<file path="src/shared/dcto_regs.svh">
/*
 * timing constants of the dual-channel torque-off monitor.
 * assumes a 250 MHz clk_in; cycle counts are derived from the times.
 */
`ifndef DCTO_REGS_SVH
`define DCTO_REGS_SVH

// ------------------------------------------------------------
// clock
// ------------------------------------------------------------
`define DCTO_CLK_KHZ 250000

// ------------------------------------------------------------
// channel disagreement window, in milliseconds
// ------------------------------------------------------------
`define DCTO_DISC_MIN_MS 1600
`define DCTO_DISC_TYP_MS 2300
`define DCTO_DISC_MAX_MS 3000
`define DCTO_DISC_MIN_CYC (`DCTO_DISC_MIN_MS * `DCTO_CLK_KHZ)
`define DCTO_DISC_TYP_CYC (`DCTO_DISC_TYP_MS * `DCTO_CLK_KHZ)
`define DCTO_DISC_MAX_CYC (`DCTO_DISC_MAX_MS * `DCTO_CLK_KHZ)

// ------------------------------------------------------------
// response window and pulse immunity, in milliseconds
// ------------------------------------------------------------
`define DCTO_RESP_MIN_MS 2
`define DCTO_RESP_TYP_MS 6
`define DCTO_RESP_MAX_MS 10
`define DCTO_PULSE_MS 2
`define DCTO_RESP_MIN_CYC (`DCTO_RESP_MIN_MS * `DCTO_CLK_KHZ)
`define DCTO_RESP_TYP_CYC (`DCTO_RESP_TYP_MS * `DCTO_CLK_KHZ)
`define DCTO_RESP_MAX_CYC (`DCTO_RESP_MAX_MS * `DCTO_CLK_KHZ)
`define DCTO_PULSE_CYC (`DCTO_PULSE_MS * `DCTO_CLK_KHZ)

// ------------------------------------------------------------
// input path
// ------------------------------------------------------------
`define DCTO_SYNC_STAGES 3
`define DCTO_CHAN_RESET 1'h0
`define DCTO_CNT_W 32

`endif

</file>
<file path="src/shared/dcto_pkg.sv">
/*
 * types of the dual-channel torque-off monitor.
 * assumes nothing beyond a SystemVerilog compiler.
 */
package dcto_pkg;

    // ------------------------------------------------------------
    // channel pair and monitor state
    // ------------------------------------------------------------
    typedef struct packed {
        logic safety_channel_a;
        logic safety_channel_b;
    } dcto_chan_t;

    typedef enum logic [1:0] {
        ST_SAFE,
        ST_RUN,
        ST_DISAGREE,
        ST_FAULT
    } dcto_state_t;

endpackage : dcto_pkg

</file>
<file path="src/logic/dcto_input_filter.sv">
/*
 * one safety channel: three-flop synchroniser and a level filter that
 * accepts a new level only after it has held for HOLD_CYC cycles.
 * assumes an asynchronous pin on raw_in and a free-running clk_in.
 */
`timescale 1ns/1ps
`include "dcto_regs.svh"

module dcto_input_filter #(
    parameter int HOLD_CYC = `DCTO_RESP_TYP_CYC
) (
    input wire logic clk_in,
    input wire logic resetn_in,
    input wire logic raw_in,
    output logic sampled_out,
    output logic level_out
);
    import dcto_pkg::*;

    localparam logic [`DCTO_CNT_W-1:0] HOLD_M1 = `DCTO_CNT_W'(HOLD_CYC - 1);

    logic sync1_r;
    logic sync2_r;
    logic sync3_r;
    logic level_r;
    logic [`DCTO_CNT_W-1:0] hold_cnt_r;

    if (HOLD_CYC < 2) begin : g_bad_hold
        $error("dcto_input_filter: HOLD_CYC too small");
    end

    // ------------------------------------------------------------
    // synchroniser
    // ------------------------------------------------------------
    always_ff @(posedge clk_in) begin
        if (!resetn_in) begin
            sync1_r <= `DCTO_CHAN_RESET;
            sync2_r <= `DCTO_CHAN_RESET;
            sync3_r <= `DCTO_CHAN_RESET;
        end else begin
            sync1_r <= raw_in;
            sync2_r <= sync1_r;
            sync3_r <= sync2_r;
        end
    end

    // ------------------------------------------------------------
    // hold filter
    // ------------------------------------------------------------
    // RULE11: short pulses ignored
    always_ff @(posedge clk_in) begin
        if (!resetn_in) begin
            hold_cnt_r <= '0;
            level_r <= `DCTO_CHAN_RESET;
        end else if (sync2_r == sync3_r && sync3_r != level_r) begin
            if (hold_cnt_r == HOLD_M1) begin
                hold_cnt_r <= '0;
                level_r <= sync3_r;
            end else begin
                hold_cnt_r <= hold_cnt_r + 1'b1;
            end
        end else begin
            hold_cnt_r <= '0;
        end
    end

    assign level_out = level_r;
    assign sampled_out = sync3_r;

    // ------------------------------------------------------------
    // checks
    // ------------------------------------------------------------
    a_level_needs_hold: assert property ( // RULE11
        @(posedge clk_in) disable iff (!resetn_in)
        (level_r != $past(level_r)) |-> $past(hold_cnt_r) == HOLD_M1
    ) else $error("channel level changed before hold time");

endmodule : dcto_input_filter

</file>
<file path="src/logic/dcto_monitor.sv">
/*
 * dual-channel torque-off monitor: filters both safety channels, gives a
 * run enable for the power stage and a safe-state indicator, and latches a
 * fault when the channels disagree for too long.
 * assumes a free-running 250 MHz clk_in and a power-on reset on resetn_in.
 */
//
// Function
// RULE1: both channels low blocks power and starting, reports a trip and turns the indicator on.
// RULE2: both channels high releases the block for software-controlled running with the indicator off.
// RULE3: disagreeing channels keep the drive blocked and the indicator off.
// RULE4: a disagreement past the detection time latches a fault that blocks the drive and holds the indicator off.
// RULE5: a disagreement under 1.6 s never latches a fault, one over 3.0 s always does, 2.3 s typical.
// RULE6: the latched fault is cleared only by a full power cycle, never by inputs or commands.
// RULE7: the time from a first channel going low to torque removal is over 2 ms, typically 6 ms and under 10 ms.
// RULE8: the safety inputs can never be disabled by any mode, setting or command.
// RULE9: the indicator tracks the channels even when only the auxiliary supply powers the drive.
// RULE10: the outside safety equipment switches both channels together with skew well under 1.6 s.
// RULE11: low pulses narrower than 2 ms on either channel are ignored.
// RULE12: channels are sampled on a free-running clock, windows are cycle counters, and the fault clears only at power-on reset.
`timescale 1ns/1ps
`include "dcto_regs.svh"

module dcto_monitor #(
    parameter int DISC_CYC = `DCTO_DISC_TYP_CYC,
    parameter int HOLD_CYC = `DCTO_RESP_TYP_CYC,
    parameter int DISC_MIN_CYC = `DCTO_DISC_MIN_CYC,
    parameter int DISC_MAX_CYC = `DCTO_DISC_MAX_CYC,
    parameter int PULSE_CYC = `DCTO_PULSE_CYC,
    parameter int RESP_MAX_CYC = `DCTO_RESP_MAX_CYC
) (
    input wire logic clk_in,
    input wire logic resetn_in,
    input dcto_pkg::dcto_chan_t safety_channels_in,
    output logic run_enable_out,
    output logic torque_off_trip_out,
    output logic safe_state_indicator_out,
    output logic fault_latched_out,
    output dcto_pkg::dcto_state_t state_out
);
    import dcto_pkg::*;

    localparam logic [`DCTO_CNT_W-1:0] DISC_M1 = `DCTO_CNT_W'(DISC_CYC - 1);
    localparam logic [`DCTO_CNT_W-1:0] DISC_MIN_M1 =
        `DCTO_CNT_W'(DISC_MIN_CYC - 1);
    localparam logic [`DCTO_CNT_W-1:0] RESP_MAX =
        `DCTO_CNT_W'(RESP_MAX_CYC);

    // ------------------------------------------------------------
    // parameter checks
    // ------------------------------------------------------------
    if (DISC_CYC < DISC_MIN_CYC || DISC_CYC > DISC_MAX_CYC ||
        DISC_CYC < 2) begin : g_bad_disc
        $error("dcto_monitor: DISC_CYC outside detection window");
    end
    if (HOLD_CYC <= PULSE_CYC ||
        HOLD_CYC + `DCTO_SYNC_STAGES + 2 >= RESP_MAX_CYC) begin : g_bad_hold
        $error("dcto_monitor: HOLD_CYC outside response window");
    end

    dcto_chan_t filt;
    dcto_chan_t samp;
    dcto_state_t state_r;
    dcto_state_t state_nxt;
    logic [`DCTO_CNT_W-1:0] disc_cnt_r;
    logic disagree;

    // ------------------------------------------------------------
    // channel filters
    // ------------------------------------------------------------
    // RULE12: sampled on free-running clock
    dcto_input_filter #(
        .HOLD_CYC(HOLD_CYC)
    ) u_filter_a (
        .clk_in(clk_in),
        .resetn_in(resetn_in),
        .raw_in(safety_channels_in.safety_channel_a),
        .sampled_out(samp.safety_channel_a),
        .level_out(filt.safety_channel_a)
    );

    dcto_input_filter #(
        .HOLD_CYC(HOLD_CYC)
    ) u_filter_b (
        .clk_in(clk_in),
        .resetn_in(resetn_in),
        .raw_in(safety_channels_in.safety_channel_b),
        .sampled_out(samp.safety_channel_b),
        .level_out(filt.safety_channel_b)
    );

    assign disagree = filt.safety_channel_a != filt.safety_channel_b;

    // ------------------------------------------------------------
    // discrepancy counter
    // ------------------------------------------------------------
    // RULE12: counter cleared on agreement
    always_ff @(posedge clk_in) begin
        if (!resetn_in) begin
            disc_cnt_r <= '0;
        end else if (disagree && state_r != ST_FAULT &&
                     disc_cnt_r != DISC_M1) begin
            disc_cnt_r <= disc_cnt_r + 1'b1;
        end else begin
            disc_cnt_r <= '0;
        end
    end

    // ------------------------------------------------------------
    // state machine
    // ------------------------------------------------------------
    // RULE8: no term can bypass the channels
    always_comb begin
        state_nxt = state_r;
        case (state_r)
            // RULE4: fault latch holds
            // RULE6: only reset leaves fault
            ST_FAULT: begin
                state_nxt = ST_FAULT;
            end
            default: begin
                if (disagree) begin
                    // RULE5: fault after detection time
                    if (disc_cnt_r == DISC_M1) begin
                        state_nxt = ST_FAULT;
                    end else begin
                        state_nxt = ST_DISAGREE;
                    end
                end else if (filt.safety_channel_a) begin
                    state_nxt = ST_RUN;
                end else begin
                    state_nxt = ST_SAFE;
                end
            end
        endcase
    end

    // RULE12: fault cleared only at reset
    always_ff @(posedge clk_in) begin
        if (!resetn_in) begin
            state_r <= ST_SAFE;
        end else begin
            state_r <= state_nxt;
        end
    end

    // ------------------------------------------------------------
    // outputs
    // ------------------------------------------------------------
    // RULE2: run only with both high
    // RULE7: block follows filtered low
    assign run_enable_out = state_r == ST_RUN;
    // RULE1: trip while blocked
    // RULE3: disagreement stays blocked
    assign torque_off_trip_out = state_r != ST_RUN;
    // RULE1: indicator on in safe state
    // RULE9: indicator has no supply term
    assign safe_state_indicator_out = state_r == ST_SAFE;
    assign fault_latched_out = state_r == ST_FAULT;
    assign state_out = state_r;

    // ------------------------------------------------------------
    // checks
    // ------------------------------------------------------------
    logic [`DCTO_CNT_W-1:0] resp_cnt_r;

    always_ff @(posedge clk_in) begin
        if (!resetn_in) begin
            resp_cnt_r <= '0;
        end else if (run_enable_out &&
                     !(samp.safety_channel_a && samp.safety_channel_b)) begin
            resp_cnt_r <= resp_cnt_r + 1'b1;
        end else begin
            resp_cnt_r <= '0;
        end
    end

    a_safe_both_low: assert property ( // RULE1
        @(posedge clk_in) disable iff (!resetn_in)
        (!filt.safety_channel_a && !filt.safety_channel_b &&
         state_r != ST_FAULT) |=>
        safe_state_indicator_out && torque_off_trip_out && !run_enable_out
    ) else $error("both channels low but not in safe state");

    a_run_both_high: assert property ( // RULE2
        @(posedge clk_in) disable iff (!resetn_in)
        run_enable_out |-> $past(filt.safety_channel_a) &&
        $past(filt.safety_channel_b) && !safe_state_indicator_out
    ) else $error("run enabled without both channels high");

    a_disagree_blocks: assert property ( // RULE3
        @(posedge clk_in) disable iff (!resetn_in)
        disagree |=> !run_enable_out && !safe_state_indicator_out
    ) else $error("disagreeing channels did not block the drive");

    a_fault_holds: assert property ( // RULE4
        @(posedge clk_in) disable iff (!resetn_in)
        fault_latched_out |=> fault_latched_out && !run_enable_out &&
        !safe_state_indicator_out
    ) else $error("latched fault released or outputs wrong");

    a_fault_on_time: assert property ( // RULE5
        @(posedge clk_in) disable iff (!resetn_in)
        (disagree && disc_cnt_r == DISC_M1) |=> fault_latched_out
    ) else $error("fault not latched at detection time");

    a_no_early_fault: assert property ( // RULE5
        @(posedge clk_in) disable iff (!resetn_in)
        $rose(fault_latched_out) |-> $past(disc_cnt_r) >= DISC_MIN_M1
    ) else $error("fault latched before minimum detection time");

    a_fault_no_exit: assert property ( // RULE6
        @(posedge clk_in) disable iff (!resetn_in)
        fault_latched_out ##1 (filt.safety_channel_a &&
        filt.safety_channel_b) |=> state_r == ST_FAULT
    ) else $error("inputs released a latched fault");

    a_response_bound: assert property ( // RULE7
        @(posedge clk_in) disable iff (!resetn_in)
        resp_cnt_r < RESP_MAX
    ) else $error("torque block slower than response limit");

    a_indicator_track: assert property ( // RULE9
        @(posedge clk_in) disable iff (!resetn_in)
        safe_state_indicator_out |-> $past(!filt.safety_channel_a) &&
        $past(!filt.safety_channel_b)
    ) else $error("indicator on without both channels low");

    a_disc_clear: assert property ( // RULE12
        @(posedge clk_in) disable iff (!resetn_in)
        !disagree |=> disc_cnt_r == '0
    ) else $error("discrepancy counter not cleared on agreement");

    c_run: cover property (
        @(posedge clk_in) disable iff (!resetn_in)
        state_r == ST_SAFE ##1 state_r == ST_RUN
    );

    c_skew_ok: cover property (
        @(posedge clk_in) disable iff (!resetn_in)
        state_r == ST_DISAGREE ##1 state_r == ST_RUN
    );

    c_fault: cover property (
        @(posedge clk_in) disable iff (!resetn_in)
        state_r == ST_DISAGREE ##1 state_r == ST_FAULT
    );

    c_run_to_safe: cover property (
        @(posedge clk_in) disable iff (!resetn_in)
        state_r == ST_RUN ##1 state_r == ST_SAFE
    );

endmodule : dcto_monitor

</file>
<file path="config.mk">
export PLATFORM = sky130hd
export DESIGN_NAME = dcto_monitor
export DESIGN_NICKNAME = d
export VERILOG_FILES = /design/src/shared/dcto_pkg.sv /design/src/logic/dcto_input_filter.sv /design/src/logic/dcto_monitor.sv
export VERILOG_INCLUDE_DIRS = /design/src /design/src/shared
export SDC_FILE = /design/constraint.sdc
export NUM_CORES = 1
export LEC_CHECK = 0
export BUFFER_PORTS_ARGS = -buffer_cell sky130_fd_sc_hd__buf_2
export CAP_MARGIN = 20
export CORE_ASPECT_RATIO = 1.2
export CORE_UTILIZATION = 39
export DETAILED_ROUTE_END_ITERATION = 6
export PLACE_DENSITY = 0.56
export SLEW_MARGIN = 20
export SYNTH_ARGS = -nofsm -noshare
export SYNTH_HDL_FRONTEND = slang
export SYNTH_SLANG_ARGS = --single-unit
</file>
<file path="constraint.sdc">
create_clock -name clk_in -period 3.1 [get_ports clk_in]
set_input_delay 0.31 -clock clk_in [delete_from_list [all_inputs] [get_ports clk_in]]
set_output_delay 0.31 -clock clk_in [all_outputs]
set_load 0.1 [all_outputs]
</file>
# After elaboration in Yosys (flattened, before gate mapping)
# Index checks and enable logic that the tools add are counted.
# Widths: inputs -> output; s select.
dict set report totals {
  register_bits 106
  latch_bits 0
  ramBits 0
  mem_bits_ro 0
  inputBits 4
  elab_cells 45
  memories 0
}
dict set report classes {
  n_addsub 3
  n_mul 0
  n_div 0
  n_lt_le_gt_ge 0
  eq_ne 13
  shifts 0
  muxes 4
  bitwise_logic 3
  n_reduce_logical 10
}
# op n
set op_table {}
lappend op_table {{$add 32x1->32 const B} 3}
lappend op_table {{$eq 32x21->1 const B} 2}
lappend op_table {{$eq 32x30->1 const B} 1}
lappend op_table {{$ne 32x30->1 const B} 1}
lappend op_table {{$reduce_and 2->1} 3}
lappend op_table {{$reduce_or 3->1} 2}
lappend op_table {{$logic_and 1x1->1} 4}
lappend op_table {{$mux 2} 2}
lappend op_table {{$ne 1x1->1} 3}
lappend op_table {{$not 1->1} 3}
lappend op_table {{$eq 1x1->1} 2}
lappend op_table {{$eq 2x1->1 const B} 1}
lappend op_table {{$eq 2x2->1 const B} 1}
lappend op_table {{$logic_not 2->1} 1}
lappend op_table {{$mux 1} 2}
lappend op_table {{$ne 2x1->1 const B} 1}
lappend op_table {{$ne 2x2->1 const B} 1}

# Longest topological paths before layout
# Gate-level depths: netlist of run 1.
dict set report depth {
  depth_word 4
  depth_mapped 8
  depth_no_buf 6
}

# Modules after synthesis
# From an unflattened synthesis of run 1, not the netlist that was laid out.
dict set report hier_totals {
  hier_cells 603
  hier_area_um2 5118.7
}
# module n_inst cells_each area_per_inst_um2
set modules_own_cells {}
lappend modules_own_cells {dcto_input_filter 2 204 1731.7}
lappend modules_own_cells {dcto_monitor 1 195 1655.3}

# Worst setup path before layout of run 1
# No wires, ideal clock.
dict set report synth_timing {
  kind {flip-flop to output port}
  from {register state_r[0] (netlist: state_out[0])}
  to {output run_enable_out}
  arrival_ns 2.705
  path_slack_ns 0.085
  stages_incl_launch_ff 3
  path_cell_list {dfxtp_1 > nand2b_1 > inv_1}
}
dict set report synth_via {
  elab_chain_cells 1
}
# element line
set synth_rtl {}
lappend synth_rtl {{start: declaration} dcto_monitor.sv:63} ;# dcto_state_t state_r;
lappend synth_rtl {{start signal: assignment} dcto_monitor.sv:143} ;# state_r <= state_nxt;
lappend synth_rtl {{$eq 2x1->1} dcto_monitor.sv:152} ;# assign run_enable_out = state_r == ST_RUN;
lappend synth_rtl {{end: declaration} dcto_monitor.sv:35} ;# output logic run_enable_out,
# Every way passes these cells.

# Worst setup path in the final report of run 1
dict set report layout_timing {
  from {register u_filter_a.hold_cnt_r[16]}
  to {register u_filter_a.hold_cnt_r[16]}
}
dict set report layout_via {
  elab_chain_cells 2
  word_cells_on_any_way 3
  classes_between {add/sub (1); eq/ne (1); reduce/logical (1)}
}
# element line
set layout_rtl {}
lappend layout_rtl {{start: declaration} dcto_input_filter.sv:26} ;# logic [`DCTO_CNT_W-1:0] hold_cnt_r;
lappend layout_rtl {{start signal: assignment} dcto_input_filter.sv:60} ;# hold_cnt_r <= hold_cnt_r + 1'b1;
lappend layout_rtl {{parallel branches: the longest is 2 deep, another holds $add 32x1->32} -}
# Parallel ways; which one is timed is not known.
# A chain may end at the register's enable or synchronous reset.

==> results of run 1 <==
-- cells in the mapped netlist (8+ instances only) --
cell type	n
nor2_1	113
nand4_1	31
xnor2_1	39
xor2_1	44
nand2_1	34
nor4_1	18
and3_1	12
and2_1	9
inv_1	13
o21ai_0	8
clkbuf_1	13
dfxtp_1	106
nor3_1	22
and4_1	9
nand3_1	47
-- critical path: cells and delay by family, from the launching register on --
| family | cells | cell delay (ns) |
|---|---|---|
| simple gates | 5 | 1.89 |
| flops | 1 | 0.38 |
-- cells in the final DEF (no fill, tap or decap), types with 2 or more instances in the layout --
master,count
xor2_1,44
inv_1,13
mux2i_1,5
ha_1,3
nand3_1,47
nor4_1,18
buf_2,9
nor3_1,22
or2_2,3
and2_1,9
and4_1,9
or3_1,5
nand2_1,34
or4b_1,2
clkinv_4,2
nor4b_1,5
buf_4,5
a21oi_1,4
nand4_1,31
o21a_1,2
clkbuf_16,9
xnor2_1,39
or4_1,3
o21ai_0,8
nor2_1,113
nand2b_1,3
and3_1,12
dfxtp_1,106
-- power groups by stage --
| stage | combinational (mW) | clock (mW) | sequential, mW |
|---|---|---|---|
| after floorplan | 0.00491 | 0 | 1.40 |
| after global placement | 0.00769 | 0 | 1.40 |
| after detailed placement | 0.00797 | 0 | 1.40 |
| after CTS | 0.00802 | 1.13 | 1.36 |
| after global routing | 0.00922 | 1.19 | 1.37 |
| final | 0.00789 | 1.10 | 1.37 |
-- worst max path at each step --
stage | from | endpoint | depth (start not counted)
floorplan | state_out[0] | run_enable_out | 2
global placement | u_filter_a.hold_cnt_r[16] | u_filter_a.hold_cnt_r[12] | 5
detailed placement | u_filter_a.hold_cnt_r[16] | u_filter_a.hold_cnt_r[25] | 5
CTS | u_filter_a.hold_cnt_r[16] | u_filter_a.hold_cnt_r[16] | 5
global route | u_filter_a.hold_cnt_r[16] | u_filter_a.hold_cnt_r[16] | 5
finish | u_filter_a.hold_cnt_r[16] | u_filter_a.hold_cnt_r[16] | 5
-- cell families (layout without fill, tap and decap cells) --
kind of cell	after synthesis	after routing	share of synthesized area, %
AND/OR/NAND/NOR	323	323	34.1
flip-flops	106	106	43.9
XOR/XNOR	83	83	15.0
buffers and inverters	30	43	2.80
AO/OA/AOI/OAI	16	16	1.89
multiplexers	6	6	1.27
adder cells (fa/ha/maj)	4	4	0.984
-- routing by layer --
layer,vias up,global-route usage (%),wire length [um]
met2,33,27.3,4710
met5,-,0,0
met4,0,7.52,136
met3,13,3.45,200
li1,1974,-,-
met1,1791,19.2,4450
-- sequential cells by signal (all words and copies together) (netlist names) --
name / count
u_filter_a.sampled_out: 1
u_filter_b.sampled_out: 1
u_filter_b.hold_cnt_r: 32
u_filter_a.sync1_r: 1
u_filter_b.sync2_r: 1
disc_cnt_r: 32
u_filter_a.sync2_r: 1
u_filter_b.level_out: 1
state_out: 2
u_filter_a.hold_cnt_r: 32
u_filter_a.level_out: 1
u_filter_b.sync1_r: 1
-- cell type report --
| cell class | instances | area (um^2) |
|---|---|---|
| Multi-Input combinational cell | 432 | 2570 |
| Inverter | 13 | 48.8 |
| Tap cell | 161 | 201 |
| Clock inverter | 6 | 50.0 |
| Fill cell | 1178 | 6790 |
| Clock buffer | 10 | 239 |
| Sequential cell | 106 | 2120 |
| Timing Repair Buffer | 14 | 82.6 |
==> out/metrics.yaml, run 1 <==
setup-tns-final_ns: 0
crit_path_max_fanout: 32
hold_depth: 2
layout-drive-gt1-share_pct: 6.37
area_delta_synth_final_pct: 10.1
worstHoldEndpoint: "u_filter_b.sync1_r"
placementRows: 44
grt_pass1_vias: 3522
synth_edf_count: 0
cts_setup_buffers: 0
relSlewSlack_pct: 53.2
dpl_cell_area_mm2: 0.00503
status: "finished clean"
die-area_mm2: 0.0128
p_sw_uw: 526
pwr-share-comb_pct: 0.3
fin_skew_ns: 0.00875
start_util_pct: 39.9
coreArea_mm2: 0.0121
r2r-start: "u_filter_a.hold_cnt_r[16]"
slew_viol_final: 0
endpoint_kind: "register"
antenna_found_initial: 0
clkTransAtPathRegs_ns: 0.07
stdcell_count: 742
fmax_mhz: 414
maxCapViolations: 0
htreeDepth: 3
intPower_mw: 1.94
netlist_area_mm2: 0.00483
grt_overflow: 0
vias_per_cell: 5.14
hold_viol: 0
die_x_um: 104
p_per_area_mw_per_mm2: 464
r2r-end: "u_filter_a.hold_cnt_r[16]"
fin_area_mm2: 0.00532
power.clock.fraction_pct: 44.4
place.port_buffers: 9
async_reset_ff_share_pct: 0
power_frac_seq_pct: 55.3
ff2ff_path_depth: 5
die_y_um: 124
yosysTopAreaCell: "dfxtp_1"
yosysWarnings: 0
syn_inst: 568
dpl.cell_count: 726
switching_share_pct: 21.3
clk_latency_ns: 0.35
firstDrtPassIters: 4
cts_root_buf: "clkbuf_16"
cp.arrival_ns: 2.63
synthTopCellsByArea: "dfxtp_1, nor2_1, xor2_1, xnor2_1, nand3_1"
post-route-drc-count: 0
syn-num-nets: 575
crit_path_top_delay_cell: "or4_1"
postCtsHoldBufs: 0
rrSetupSlack_ns: 0.69
cts_max_path_buffers: 2
ys_seq_elements: 106
cts_resized: 0
ant_nets: 0
yosysSeqAreaShare_pct: 43.9
setup_viol: 0
dp_hpwl_um: 6810
place_ws_ns: 0.685
worstMarginPinSlew_ns: 0.694
grt_usage_pct: 16.0
finalWirelength_um: 9500
finalCriticalPeriod_ns: 2.41
ys_types: 38
ir_drop_mv: 0.221
crit_chain: "or4b_1, or4_1, or3_4, nand3_4, nor2_1"
fin_ws_ns: 0.686
slowest_delay_ns: 0.55
fin_util_pct: 43.9
avgSynthCellArea_um2: 8.51
leakage_nw: 1.59
post-route-period-util_pct: 77.9
synth_top_area_share_pct: 43.9
rsz0062_at_grt: "no"
grt_pass1_wl_um: 16300
cts_tree: "built"
vias: 3811
holdCritPathClass: "in2reg"
ys_dominant_reg_cell: "dfxtp_1"
place_congestion: 0.802
cts.sinks: 106
wl_per_cell_um: 12.8
min-delay-start: "safety_channels_in[0]"
cts_inserted_buffers: 9
crit_required_ns: 3.32
drtIter0Drc: 128
grt_max_degree: 33
holdWs_ns: 0.169
finalPower_mw: 2.47
ios: 10
final_nets: 583
path_class: "reg2reg"
antenna_cells_inserted: 0
crit_path_start_kind: "register"
No activity file was read; power rests on OpenSTA's default activity.
==> run 2, diff against run 1 <==
- ABC_AREA: default -> 1
- PLACE_DENSITY: 0.56 -> 0.58
- clock period: 3.1 -> 1.95 ns (I/O delays scaled with it)
==> run 2 against run 1 <==
Clock skew is 0.00057 ns higher; total power is 66% higher; via count is 39% higher; sequential power is 58% higher; first-iteration DRC count is 82% higher; sequential share of layout area is 7.3 points lower; synthesized cell count is 61% higher; count of clock-buffer cells in the layout stayed put; core utilization is 0.26 points lower; wire length is 38% higher; global-route usage is 2.1 points higher.
==> out/metrics.yaml, run 2 <==
area_delta_synth_final_pct: 9.85
maxCapViolations: 0  # unchanged
die-area_mm2: 0.0157  # +23%
path_class: "reg2reg"
place_congestion: 0.839  # +4.6%
ant_nets: 0  # unchanged
cts_max_path_buffers: 2  # unchanged
syn_inst: 914  # +61%
final_nets: 937  # +61%
vias: 5307  # +39%
crit_path_start_kind: "register"
endpoint_kind: "register"
antenna_cells_inserted: 0  # unchanged
post-route-drc-count: 0  # unchanged
layout-drive-gt1-share_pct: 12.6  # +6.3 points
grt_overflow: 0  # unchanged
reg_top3: "disc_cnt_r x32, u_filter_a.hold_cnt_r x32, u_filter_b.hold_cnt_r x32"
relSlewSlack_pct: 68.0  # +15 points
finalWirelength_um: 13100  # +38%
ir_drop_mv: 0.451  # +100%
yosysSeqAreaShare_pct: 35.7  # -8.2 points
rsz0062_at_grt: "no"
slew_viol_final: 0  # unchanged
setup_viol: 0  # unchanged
coreArea_mm2: 0.0150  # +24%
wl_per_cell_um: 11.5  # -10%
yosysMostFrequentCell: "nand2_1"
grt_pass1_wl_um: 22100  # +36%
dpl.cell_count: 1123  # +55%
ys_top_cells_by_count: "nand2_1, nor2_1, dfxtp_1, inv_1, a21oi_1"
avgSynthCellArea_um2: 6.50  # -24%
p_per_area_mw_per_mm2: 626  # +35%
synth_edf_count: 0  # unchanged
layout_commonest_cell: "nand2_1"
cp.arrival_ns: 1.95  # -0.68 ns
drtIter0Drc: 233  # +82%
htreeDepth: 3  # unchanged
dp_hpwl_um: 10200  # +50%
firstDrtPassIters: 5  # +1
holdCritPathClass: "in2reg"
synthTopCellsByArea: "dfxtp_1, nand2_1, nor2_1, inv_1, a21oi_1"
grt_pass1_vias: 4741  # +35%
stdcell_count: 1139  # +54%
cts_resized: 0  # unchanged
status: "finished clean"
clk_latency_ns: 0.36  # about the same
grt_usage_pct: 18.1  # +2.1 points
die_x_um: 115  # +11%
placementRows: 49  # +11%
async_reset_ff_share_pct: 0  # unchanged
finalCriticalPeriod_ns: 1.71  # -0.704 ns
cts.sinks: 106  # unchanged
fin_util_pct: 43.6  # -0.26 points
yosysTopAreaCell: "dfxtp_1"
clkTransAtPathRegs_ns: 0.07  # about the same
cts_setup_buffers: 0  # unchanged
netlist_area_mm2: 0.00594  # +23%
cts_inserted_buffers: 9  # unchanged
fmax_mhz: 585  # +41%
place.port_buffers: 9  # unchanged
ys_seq_elements: 106  # unchanged
hold_viol: 0  # unchanged
syn-num-nets: 921  # +60%
cts_tree: "built"
start_util_pct: 39.7  # -0.16 points
die_y_um: 137  # +11%
fin_skew_ns: 0.00932  # +0.000570 ns
post-route-period-util_pct: 87.7  # +9.8 points
ys_types: 35  # -7.9%
postCtsHoldBufs: 0  # unchanged
synth_top_area_share_pct: 35.7  # -8.2 points
ios: 10  # unchanged
leakage_nw: 2.04  # +29%
antenna_found_initial: 0  # unchanged
crit_path_max_fanout: 24  # -25%
worstMarginPinSlew_ns: 0.483  # -0.211 ns
cts_root_buf: "clkbuf_16"
vias_per_cell: 4.66  # -9.3%
layout_common_cells: "nand2_1, nor2_1, dfxtp_1"
ys_dominant_reg_cell: "dfxtp_1"
yosysWarnings: 0  # unchanged
crit_required_ns: 2.20  # -1.12 ns
grt_max_degree: 25  # -24%
==> run 2: cell types whose count changed in the layout (fill, tap and decap cells not counted), sizes merged, moves of 6 or more <==
| cell | before | now |
|---|---|---|
| nand4 | 31 | 12 |
| and4 | 9 | 0 |
| a21oi | 4 | 49 |
| nor2 | 113 | 223 |
| or3 | 6 | 0 |
| xnor2 | 39 | 13 |
| nand2 | 34 | 283 |
| and2 | 9 | 1 |
| xor2 | 44 | 16 |
| nand3b | 1 | 10 |
| nor4 | 19 | 0 |
| inv | 15 | 101 |
| and3 | 12 | 2 |
==> run 2: routing by layer <==
metal | share of wire [%] | global-route usage, % | vias to the layer above
met3 | 2.7 | 2.55 | 17
met2 | 47 | 30.9 | 60
met4 | 2.2 | 8.37 | 0
li1 | - | - | 2868
met1 | 48 | 22.4 | 2362
met5 | 0 | 0 | -
==> run 2: cell families (layout without fill, tap and decap cells) <==
family | Yosys count | after routing | share of synthesized area (%)
AO/OA/AOI/OAI | 63 | 63 | 6.13
XOR/XNOR | 29 | 29 | 4.27
adder cells (fa/ha/maj) | 3 | 3 | 0.632
buffers and inverters | 111 | 132 | 8.15
flip-flops | 106 | 106 | 35.7
AND/OR/NAND/NOR | 602 | 602 | 45.1
==> run 2: final timing paths <==
| check | from | cells past startpoint | slack, ns | to |
|---|---|---|---|---|
| worst max-delay path | u_filter_a.hold_cnt_r[0] | 9 | 0.24 | u_filter_a.hold_cnt_r[12] |
| worst min-delay path | safety_channels_in[0] | 3 | 0.01 | u_filter_b.sync1_r |
| worst max register to register | u_filter_a.hold_cnt_r[0] | 9 | 0.24 | u_filter_a.hold_cnt_r[12] |
| worst min register to register | u_filter_a.sync1_r | 2 | 0.42 | u_filter_a.sync2_r |
==> run 2: area by class of cell <==
cell class	count	area (um^2)
fill	1637	8430
multi-input combinational	697	3340
sequential	106	2130
inverter	102	390
tap	204	255
clock buffer	10	239
timing repair buffer	14	108
clock inverter	6	65.1
==> run 2: worst max-delay path: stages (launching register included) <==
cell and delay, ns:
dfxtp_1 0.39, ha_1 0.25, nand2_2 0.09, nor2_4 0.12, nand3_1 0.09, nor2_2 0.14
nand2_2 0.08, nand2_2 0.18, buf_12 0.20, nor2_1 0.06
==> run 2: metrics by stage <==
step                worst slack (ns)  hold slack, ns  setup TNS, ns  cell area, um^2  power [mW]
floorplan                    -0.0887           0.293         -0.170             5960        2.24
global placement               0.279           0.376              0             6220        2.25
detailed placement             0.226           0.382              0             6220        2.25
CTS                            0.206         0.00222              0             6530        4.14
global route                  0.0520          0.0312              0             6530        4.22
finish                         0.240          0.0121              0             6530        4.09
==> run 2: power by group <==
group | leakage, nW | internal, mW | switching, mW | total, mW
Sequential | 0.856 | 2.17 | 0.00308 | 2.17
Clock | 0.149 | 1.03 | 0.856 | 1.89
Combinational | 1.04 | 0.0101 | 0.0193 | 0.0294
Total | 2.04 | 3.21 | 0.879 | 4.09
==> run 3, diff against run 2 <==
- ABC_AREA: 1 -> default
- CORE_UTILIZATION: 39 -> 40
- PLACE_DENSITY: 0.58 -> 0.59
==> run 3 against run 2 <==
The flow now finishes with violations (negative setup slack); global-route usage shrank 0.65 points; first-iteration DRC count fell by 39%; worst hold slack better by 0.048 ns; largest power group unchanged; clock power fell by 11%; worst setup slack worse by 0.44 ns; clock skew down 0.00087 ns; die area decreased by 20%; via count decreased by 24%; highest routed layer unchanged; cell area shrank 12%; flip-flop and latch count did not move; critical endpoint is now u_filter_a.hold_cnt_r[10]; non-clock buffer count grew 43.
==> out/metrics.yaml, run 3 (synthesized netlist as in run 1, its figures left out) <==
status: "complete, but fails checks"
violations: "negative setup slack"
ant_nets: 0  # unchanged
cts_root_buf: "clkbuf_16"
cts_setup_buffers: 0  # unchanged
drtIter0Drc: 142  # -39%
crit_chain: "or4b_4, or4_4, or3_4, nand3_4, buf_12, nor2_1"
finalWirelength_um: 9920  # -24%
grt_pass1_vias: 3859  # -19%
hold_viol: 0  # unchanged
dpl.cell_count: 765  # -32%
finalPower_mw: 3.87  # -5.4%
crit_path_top_delay_cell: "or4b_4"
crit_path_start_kind: "register"
holdWs_ns: 0.0599  # +0.0478 ns
postCtsHoldBufs: 0  # unchanged
cts.sinks: 106  # unchanged
antenna_cells_inserted: 0  # unchanged
relSlewSlack_pct: 68.0  # about the same
area_delta_synth_final_pct: 19.4
post-route-period-util_pct: 110  # +23 points
antenna_found_initial: 0  # unchanged
place_ws_ns: -0.217  # -0.443 ns
grt_overflow: 0  # unchanged
worstMarginPinSlew_ns: 0.484  # +0.000577 ns
layout-drive-gt1-share_pct: 16.0  # +3.4 points
reg_top3: "disc_cnt_r x32, u_filter_a.hold_cnt_r x32, u_filter_b.hold_cnt_r x32"
maxCapViolations: 0  # unchanged
dp_hpwl_um: 7090  # -31%
htreeDepth: 3  # unchanged
cts_inserted_buffers: 9  # unchanged
ff_latch_area_mm2: 0.00214  # +0.47%
wl_per_cell_um: 12.7  # +10%
setup_viol: 33  # +33
crit_path_max_fanout: 12  # -50%
holdCritPathClass: "in2reg"
place.port_buffers: 9  # unchanged
ir_drop_mv: 0.324  # -28%
stdcell_count: 781  # -31%
fill_cells: 1141  # -30%
final_nets: 626  # -33%
endpoint_kind: "register"
die_x_um: 102  # -11%
multi_input_comb_area_mm2: 0.00265  # -21%
layout_commonest_cell: "nor2_1"
placementRows: 43  # -12%
fin_skew_ns: 0.00845  # -0.000870 ns
cts_max_path_buffers: 2  # unchanged
crit_required_ns: 2.19  # about the same
vias: 4035  # -24%
layout_common_cells: "nor2_1, dfxtp_1, nand3_1"
fin_ws_ns: -0.199  # -0.440 ns
die-area_mm2: 0.0125  # -20%
rsz0062_at_grt: "yes"
path_class: "reg2reg"
ios: 10  # unchanged
cts_tree: "built"
cp.arrival_ns: 2.39  # +0.44 ns
clkTransAtPathRegs_ns: 0.07  # about the same
leakage_nw: 1.85  # -9.4%
slowest_delay_ns: 0.53  # +0.14 ns
fin_area_mm2: 0.00577  # -12%
dpl_cell_area_mm2: 0.00544  # -13%
p_per_area_mw_per_mm2: 670  # +7.0%
grt_usage_pct: 17.4  # -0.65 points
fin_util_pct: 49.4  # +5.8 points
firstDrtPassIters: 4  # -1
die_y_um: 122  # -11%
grt_max_degree: 28  # +12%
clk_latency_ns: 0.35  # about the same
finalCriticalPeriod_ns: 2.15  # +0.440 ns
fmax_mhz: 465  # -20%
start_util_pct: 41.4  # +1.6 points
setup-tns-final_ns: -6.32  # -6.32 ns
place_congestion: 0.811  # -3.3%
coreArea_mm2: 0.0117  # -22%
post-route-drc-count: 0  # unchanged
vias_per_cell: 5.17  # +11%
grt_pass1_wl_um: 17200  # -22%
slew_viol_final: 0  # unchanged
==> run 3: cell count changes in the layout (fill, tap and decap cells not counted), moves of 19 or more <==
cell | before | now
nand2_1 | 265 | 34
a21oi_1 | 41 | 4
xnor2_1 | 13 | 39
nor2_2 | 25 | 2
buf_4 | 3 | 43
xor2_1 | 16 | 44
inv_1 | 94 | 12
nor2_1 | 184 | 111
nand4_1 | 12 | 31
==> run 3: worst paths after layout <==
path / endpoint / depth (start not counted) / slack, ns / start
setup / recovery: u_filter_a.hold_cnt_r[10] / 6 / -0.20 / u_filter_a.hold_cnt_r[7]
hold / removal: u_filter_b.sync1_r / 2 / 0.06 / safety_channels_in[0]
setup reg to reg: u_filter_a.hold_cnt_r[10] / 6 / -0.20 / u_filter_a.hold_cnt_r[7]
hold reg to reg: u_filter_b.sync2_r / 1 / 0.44 / u_filter_b.sync1_r
==> run 3: metal layers <==
metal  global-route usage (%)  vias up  part of all wire, %  wire, um
li1                         -     2059                    -         -
met1                     21.0     1902                   46      4610
met2                     29.5       56                   49      4830
met3                     4.50       18                  3.0       301
met4                     6.43        0                  1.8       176
met5                        0        -                    0         0
==> run 3: cell type report <==
class | instances | area share [%]
Tap cell | 157 | 3.40
Sequential cell | 106 | 37.0
Timing Repair Buffer | 57 | 8.11
Multi-Input combinational cell | 432 | 45.9
Clock buffer | 11 | 4.03
Inverter | 13 | 0.911
Clock inverter | 5 | 0.629
==> run 3: power breakdown <==
part / switching, mW / internal (mW)
logic: 0.00864 / 0.00633
clock network: 0.810 / 0.875
registers: 0.00308 / 2.17
total: 0.822 / 3.05
==> run 3: repair_timing <==
| action | CTS | global route |
|---|---|---|
| resized for setup | 3 | 10 |
| gates cloned | 0 | 0 |
| pin swaps | 0 | 0 |
| endpoints found under the setup margin | 33 | 58 |
==> run 3: worst max-delay path, delay by kind of cell, from the launching register on <==
kind          cells  cell delay [ns]
buf+inv           1             0.14
flops             1             0.32
simple gates      5             1.58
